File: src/hdl/nlc_defines.vh
// constants for the nested loop counter
`ifndef NLC_DEFINES_VH
`define NLC_DEFINES_VH

// state codes
`define NLC_ST_WAIT 1'b0
`define NLC_ST_COUNT 1'b1

// default width of a port-sourced loop control value
`define NLC_CTRL_WIDTH 8

// source selectors for start, increment and end
`define NLC_SRC_CONST 2'h0
`define NLC_SRC_OUTER 2'h1
`define NLC_SRC_MID 2'h2
`define NLC_SRC_PORT 2'h3

// reset values
`define NLC_RESET_COUNT 8'h00

`endif

File: src/hdl/nlc_nested_loop_counter.v
// nested loop counter with up to three signed loops
// ----------------------------------------------------------------
// ----------------------------------------------------------------
`timescale 1ns/1ps
`include "nlc_defines.vh"

module nlc_nested_loop_counter #(
  parameter integer LEVELS = 3,
  parameter integer W = `NLC_CTRL_WIDTH,
  // per loop (0 outer, 1 middle, 2 inner): source selectors
  parameter [1:0] S0_SRC = `NLC_SRC_CONST,
  parameter [1:0] I0_SRC = `NLC_SRC_CONST,
  parameter [1:0] E0_SRC = `NLC_SRC_CONST,
  parameter [1:0] S1_SRC = `NLC_SRC_CONST,
  parameter [1:0] I1_SRC = `NLC_SRC_CONST,
  parameter [1:0] E1_SRC = `NLC_SRC_CONST,
  parameter [1:0] S2_SRC = `NLC_SRC_CONST,
  parameter [1:0] I2_SRC = `NLC_SRC_CONST,
  parameter [1:0] E2_SRC = `NLC_SRC_CONST,
  // build-time constants
  parameter signed [W-1:0] S0_CONST = 0,
  parameter signed [W-1:0] I0_CONST = 1,
  parameter signed [W-1:0] E0_CONST = 1,
  parameter signed [W-1:0] S1_CONST = 0,
  parameter signed [W-1:0] I1_CONST = 1,
  parameter signed [W-1:0] E1_CONST = 1,
  parameter signed [W-1:0] S2_CONST = 0,
  parameter signed [W-1:0] I2_CONST = 1,
  parameter signed [W-1:0] E2_CONST = 1
) (
  // clock and reset
  input wire mclk,
  input wire rst_n,
  // control
  input wire go,
  input wire enable,
  // port-sourced loop control values, signed
  input wire signed [W-1:0] start0_in,
  input wire signed [W-1:0] incr0_in,
  input wire signed [W-1:0] end0_in,
  input wire signed [W-1:0] start1_in,
  input wire signed [W-1:0] incr1_in,
  input wire signed [W-1:0] end1_in,
  input wire signed [W-1:0] start2_in,
  input wire signed [W-1:0] incr2_in,
  input wire signed [W-1:0] end2_in,
  // status
  output reg valid_out,
  output reg last_iteration_out,
  // counters, outer to inner
  output reg signed [W-1:0] count0,
  output reg signed [W-1:0] count1,
  output reg signed [W-1:0] count2
);

  // ----------------------------------------------------------------
  // source selection
  // ----------------------------------------------------------------
  // pick constant, enclosing counter or port
  function signed [W-1:0] pick;
    input [1:0] src;
    input signed [W-1:0] cval;
    input signed [W-1:0] outer;
    input signed [W-1:0] mid;
    input signed [W-1:0] pval;
    begin
      case (src)
        `NLC_SRC_CONST: pick = cval;
        `NLC_SRC_OUTER: pick = outer;
        `NLC_SRC_MID: pick = mid;
        default: pick = pval;
      endcase
    end
  endfunction

  // ----------------------------------------------------------------
  // step arithmetic and end test
  // ----------------------------------------------------------------
  // signed add, cut back to the counter width
  function signed [W-1:0] advance;
    input signed [W-1:0] cval;
    input signed [W-1:0] inc;
    reg signed [W:0] sum;
    begin
      sum = cval + inc;
      advance = sum[W-1:0];
    end
  endfunction

  // exact match of every active counter with its end
  function all_at_end;
    input signed [W-1:0] c0;
    input signed [W-1:0] c1;
    input signed [W-1:0] c2;
    reg hit0;
    reg hit1;
    reg hit2;
    begin
      hit0 = (c0 == pick(E0_SRC, E0_CONST, c0, c1, end0_in));
      hit1 = (LEVELS < 2) || (c1 == pick(E1_SRC, E1_CONST, c0, c1, end1_in));
      hit2 = (LEVELS < 3) || (c2 == pick(E2_SRC, E2_CONST, c0, c1, end2_in));
      all_at_end = hit0 && hit1 && hit2;
    end
  endfunction

  // ----------------------------------------------------------------
  // nesting depth
  // ----------------------------------------------------------------
  // one, two or three counters in use
  localparam HAS_MID = (LEVELS >= 2);
  localparam HAS_INNER = (LEVELS >= 3);

  // ----------------------------------------------------------------
  // state and next values
  // ----------------------------------------------------------------
  reg state;
  reg next_state;
  reg next_valid;
  reg next_last;
  reg signed [W-1:0] next_c0;
  reg signed [W-1:0] next_c1;
  reg signed [W-1:0] next_c2;

  // increments and inner end tests from the current counters
  reg signed [W-1:0] inc0;
  reg signed [W-1:0] inc1;
  reg signed [W-1:0] inc2;
  reg done1;
  reg done2;
  reg at_end;

  // counter values a go or a restart would load
  reg signed [W-1:0] load0;
  reg signed [W-1:0] load1;
  reg signed [W-1:0] load2;

  // counter values one step on
  reg signed [W-1:0] step0;
  reg signed [W-1:0] step1;
  reg signed [W-1:0] step2;
  reg step_last;

  // ----------------------------------------------------------------
  // control values
  // ----------------------------------------------------------------
  always @* begin
    // increments may follow an enclosing counter
    inc0 = pick(I0_SRC, I0_CONST, count0, count1, incr0_in);
    inc1 = pick(I1_SRC, I1_CONST, count0, count1, incr1_in);
    inc2 = pick(I2_SRC, I2_CONST, count0, count1, incr2_in);
    done1 = (LEVELS < 2) || (count1 == pick(E1_SRC, E1_CONST, count0, count1, end1_in));
    done2 = (LEVELS < 3) || (count2 == pick(E2_SRC, E2_CONST, count0, count1, end2_in));
    at_end = all_at_end(count0, count1, count2);
  end

  // ----------------------------------------------------------------
  // start values
  // ----------------------------------------------------------------
  always @* begin
    // outer start first, inner starts may use it
    load0 = pick(S0_SRC, S0_CONST, count0, count1, start0_in);
    load1 = pick(S1_SRC, S1_CONST, load0, count1, start1_in);
    load2 = pick(S2_SRC, S2_CONST, load0, load1, start2_in);
  end

  // ----------------------------------------------------------------
  // stepping
  // ----------------------------------------------------------------
  always @* begin
    step0 = count0;
    step1 = count1;
    step2 = count2;
    // innermost steps, a finished loop reloads its start
    if (LEVELS == 1) begin
      step0 = advance(count0, inc0);
    end else if (LEVELS == 2) begin
      if (!done1) begin
        step1 = advance(count1, inc1);
      end else begin
        step0 = advance(count0, inc0);
        step1 = pick(S1_SRC, S1_CONST, step0, count1, start1_in);
      end
    end else begin
      if (!done2) begin
        step2 = advance(count2, inc2);
      end else if (!done1) begin
        step1 = advance(count1, inc1);
        step2 = pick(S2_SRC, S2_CONST, count0, step1, start2_in);
      end else begin
        step0 = advance(count0, inc0);
        step1 = pick(S1_SRC, S1_CONST, step0, count1, start1_in);
        step2 = pick(S2_SRC, S2_CONST, step0, step1, start2_in);
      end
    end
    // last flag rises with the final counter values
    step_last = all_at_end(step0, step1, step2);
  end

  // ----------------------------------------------------------------
  // next state
  // ----------------------------------------------------------------
  always @* begin
    next_state = state;
    next_valid = 1'b0;
    next_last = 1'b0;
    next_c0 = count0;
    next_c1 = count1;
    next_c2 = count2;
    if (!enable) begin
      // freeze state and counters, valid and last low, go ignored
      next_valid = 1'b0;
    end else if (go) begin
      // load starts, restart wins over stepping
      next_state = `NLC_ST_COUNT;
      next_c0 = load0;
      next_c1 = load1;
      next_c2 = load2;
      next_valid = 1'b1;
      // a single-iteration run is last at once
      next_last = all_at_end(load0, load1, load2);
    end else begin
      case (state)
        `NLC_ST_COUNT: begin
          if (last_iteration_out) begin
            // back to waiting after the last cycle
            next_state = `NLC_ST_WAIT;
          end else if (at_end) begin
            // resume after a freeze on the final values
            next_valid = 1'b1;
            next_last = 1'b1;
          end else begin
            next_valid = 1'b1;
            next_c0 = step0;
            next_c1 = step1;
            next_c2 = step2;
            next_last = step_last;
          end
        end
        default: begin
          next_state = `NLC_ST_WAIT;
        end
      endcase
    end
  end

  // ----------------------------------------------------------------
  // registers
  // ----------------------------------------------------------------
  always @(posedge mclk or negedge rst_n) begin
    if (!rst_n) begin
      state <= `NLC_ST_WAIT;
      valid_out <= 1'b0;
      last_iteration_out <= 1'b0;
    end else begin
      state <= next_state;
      valid_out <= next_valid;
      last_iteration_out <= next_last;
    end
  end

  // ----------------------------------------------------------------
  // counter registers
  // ----------------------------------------------------------------
  always @(posedge mclk or negedge rst_n) begin
    if (!rst_n) begin
      count0 <= {W{1'b0}};
    end else begin
      count0 <= next_c0;
    end
  end

  // unused levels read zero
  always @(posedge mclk or negedge rst_n) begin
    if (!rst_n) begin
      count1 <= {W{1'b0}};
    end else if (HAS_MID) begin
      count1 <= next_c1;
    end else begin
      count1 <= {W{1'b0}};
    end
  end

  always @(posedge mclk or negedge rst_n) begin
    if (!rst_n) begin
      count2 <= {W{1'b0}};
    end else if (HAS_INNER) begin
      count2 <= next_c2;
    end else begin
      count2 <= {W{1'b0}};
    end
  end

endmodule

File: config.mk
export PLATFORM = sky130hd
export DESIGN_NAME = nlc_nested_loop_counter
export DESIGN_NICKNAME = d
export VERILOG_FILES = /design/src/hdl/nlc_nested_loop_counter.v
export VERILOG_INCLUDE_DIRS = /design/src /design/src/hdl
export SDC_FILE = /design/constraint.sdc
export NUM_CORES = 1
export LEC_CHECK = 0
export BUFFER_PORTS_ARGS = -buffer_cell sky130_fd_sc_hd__buf_2
export CORE_AREA = 2 2 71 73
export DETAILED_ROUTE_END_ITERATION = 10
export DIE_AREA = 0 0 73 75
export PLACE_DENSITY = 0.75
export RECOVER_POWER = 50
export SYNTH_ARGS = -nofsm -noshare
export SYNTH_HDL_FRONTEND = slang
export SYNTH_SLANG_ARGS = --single-unit
File: constraint.sdc
create_clock -name mclk -period 2.05 [get_ports mclk]
set_input_delay 0.205 -clock mclk [delete_from_list [all_inputs] [get_ports mclk]]
set_output_delay 0.205 -clock mclk [all_outputs]
set_load 0.01 [all_outputs]
==> impl_metrics.toml <==
[run_status]
status = "finished, violations left"
violations = "negative setup slack"

[critical_path]
crit_slowest_cell = "dfrtp_1"
reg2reg_slack_ns = -0.24
crit_path_start = "count2[1]"
path_class = "flop to flop"
crit_end = "last_iteration_out"
cp_data_required_time_ns = 2.22
cp_cell_sequence = "inv_1 > ha_1 > nor4b_4 > buf_4 > nand4_1 > buf_4 > o32ai_1 > or4_4 > a211oi_2 > a2bb2o_1"
r2r_cells = 10
r2r-end = "last_iteration_out"
critPathCaptureType = "flop"
critPathMaxFanout = 3
timing.rr.start = "count2[1]"
cpPeakStageDelay_ns = 0.39
critPathArrivalTime_ns = 2.46
critPathLaunchType = "flop"
crit_top_cell = "buf_4"

[floorplan]
rows = 25
die_y_um = 75
core_area_mm2 = 0.00466
dieArea_mm2 = 0.00548
fp.dieW_um = 73
io_pins = 102
start_util = 0.392

[routing]
route.final.wire_length_um = 5640
routed_wire_length_per_instance_um = 15.9
first_pass_iters = 4
via_per_inst = 5.60
drc = 0
ant_nets = 0
num_vias = 1981
drt-initial-drc-count = 174

[sta]
timing.fmax_mhz = 437
worst-slew-pin-transition_ns = 0.714
holdWs_ns = 0.172
skew_ns = 0.00488
final-hold-violation-count = 0
postLayoutSetupSlackWorst_ns = -0.239
setup_viol = 25
rsz0062_at_grt = "true"
timing.final.crit_share = 1.12
period_minus_slack_ns = 2.29
maxSlewHeadroom = 0.524
slew_violations = 0

[power]
leakage_nw = 1.22
totalPowerFinal_mw = 1.30
powerDensity_mw_per_mm2 = 508
irDropWorstVdd_mv = 0.304

[cts]
root_buffer = "clkbuf_8"
numCtsBuffers = 3
tritoncts = "built"
htreeDepth = 1
insertion_delay_ns = 0.27
clock_path_buffers = 2
path_clk_slew_ns = 0.10
clock-sinks = 27

[layout]
antennaDiodeCount = 0
syn2layout_area_growth_pct = 39.7
fillerInstances = 419
fin_nets = 383
drive_above_1_share = 0.353

[synthesis]
synthTopCellsByArea = "dfrtp_1 37%, o21ai_0 8.8%, ha_1 4.1%"
synth_cell_types = 45
syn-num-nets = 302
ys_seq_elements = 27
yosys_warnings = 0
synth-seq-area-share = 0.370
synthTopCellsByCount = "32 x o21ai_0, 27 x dfrtp_1, 20 x nor2_1"
syn-cell-area_mm2 = 0.00183
syn_avg_cell_area_um2 = 8.30
yosys.area.top_type = "dfrtp_1"
syn_inst = 220
synth_top_area_share = 0.370
synth_edf_count = 0
yosysMostFrequentCell = "o21ai_0"
async_flop_share = 1.00
synth_ff_type = "dfrtp_1"

[global_route]
grt_pass1_vias = 1926
grt_pass1_wl_um = 9350
grt_overflow_total = 0
grt_max_degree = 28
track_usage = 0.220
antenna_found_initial = 0

[job]
cap_violations = 0

[placed_design]
dpl.hpwl_um = 4040
place_congestion = 0.951
portBuffers = 29

[worst_hold_path]
hold_class = "primary input to flop"
-- final cells by class --
type	count	area (um2)	area share
well taps	54	67.6	0.0265
clock buffers	4	45.0	0.0177
multi-input cells	173	1110	0.436
repair buffers	88	621	0.243
inverters	8	30.0	0.0118
flip-flops and latches	27	677	0.265
-- layout by cell type, fill, tap and decap left out, drive strengths merged, types with 8 or more instances in the layout --
master and n:
o21ai 33, o31ai 8, nor2 20, buf 85, nand3 12, dfrtp 27
nand2 18, inv 8, a21oi 9
-- worst max-delay path, delay by kind of cell, from the launching register on --
family,cells,cell delay (ns)
AO/OA/AOI/OAI,3,0.65
AND/OR/NAND/NOR,3,0.58
buffers and inverters,3,0.42
flip-flops,1,0.39
adder cells (fa/ha/maj),1,0.14
-- through the flow --
step / instance area (um2) / util / setup slack [ns] / setup TNS, ns / instances
2_1_floorplan: 1830 / - / -0.187 / -0.187 / 220
3_3_place_gp: 2350 / 0.504 / -0.103 / -1.26 / 339
3_5_place_dp: 2350 / 0.504 / -0.170 / -1.97 / 339
4_1_cts: 2510 / 0.538 / -0.208 / -1.39 / 352
5_1_grt: 2550 / 0.547 / -0.341 / -6.77 / 354
6_report: 2550 / 0.547 / -0.239 / -3.12 / 354
-- sequential cells by signal, summed over array words and instances, names as in the netlist --
signal,count
last_iteration_out,1
count2,8
valid_out,1
count0,8
count1,8
state,1
-- per-layer routing --
metal | up-vias | GRT usage | part of all wire
met5 | - | 0 | 0
met2 | 53 | 0.360 | 0.49
met3 | 6 | 0.0174 | 0.041
li1 | 974 | - | -
met4 | 0 | 0.0700 | 0.010
met1 | 948 | 0.312 | 0.46
-- repair_timing --
item / 4_1_cts / 5_1_grt
gates resized for setup: 24 / 12
hold buffers: 1 / 0
buffers inserted: 6 / 2
hold endpoints to repair: 27 / 0
pin swaps: 6 / 3
endpoints found under the setup margin: 25 / 25
cloned: 2 / 0
-- how the worst min path moves through the flow --
stage	startpoint	end	slack (ns)	cells past startpoint
floorplan	rst_n	count0[0]	-0.09	0
global placement	rst_n	count2[2]	0.26	1
detailed placement	rst_n	count2[2]	0.26	1
CTS	enable	state	0.16	2
global route	enable	state	0.19	2
finish	enable	state	0.17	2
-- power by group --
| part | switching (mW) | total, mW | internal (mW) |
|---|---|---|---|
| Sequential | 0.0360 | 0.593 | 0.557 |
| Combinational | 0.207 | 0.391 | 0.184 |
| Clock | 0.172 | 0.312 | 0.140 |
-- logic make-up (layout without fill, tap and decap cells) --
group / Yosys count / after routing / share of synthesized area
AOI/OAI and AO/OA: 68 / 68 / 0.229
xor gates and xnor gates: 8 / 8 / 0.0384
adders and majority gates: 6 / 6 / 0.0411
buffers and inverters: 20 / 100 / 0.0521
DFF: 27 / 27 / 0.370
muxes: 1 / 1 / 0.00548
and+or+nand+nor: 90 / 90 / 0.264
Note: power is estimated with default switching activity, not from simulation.
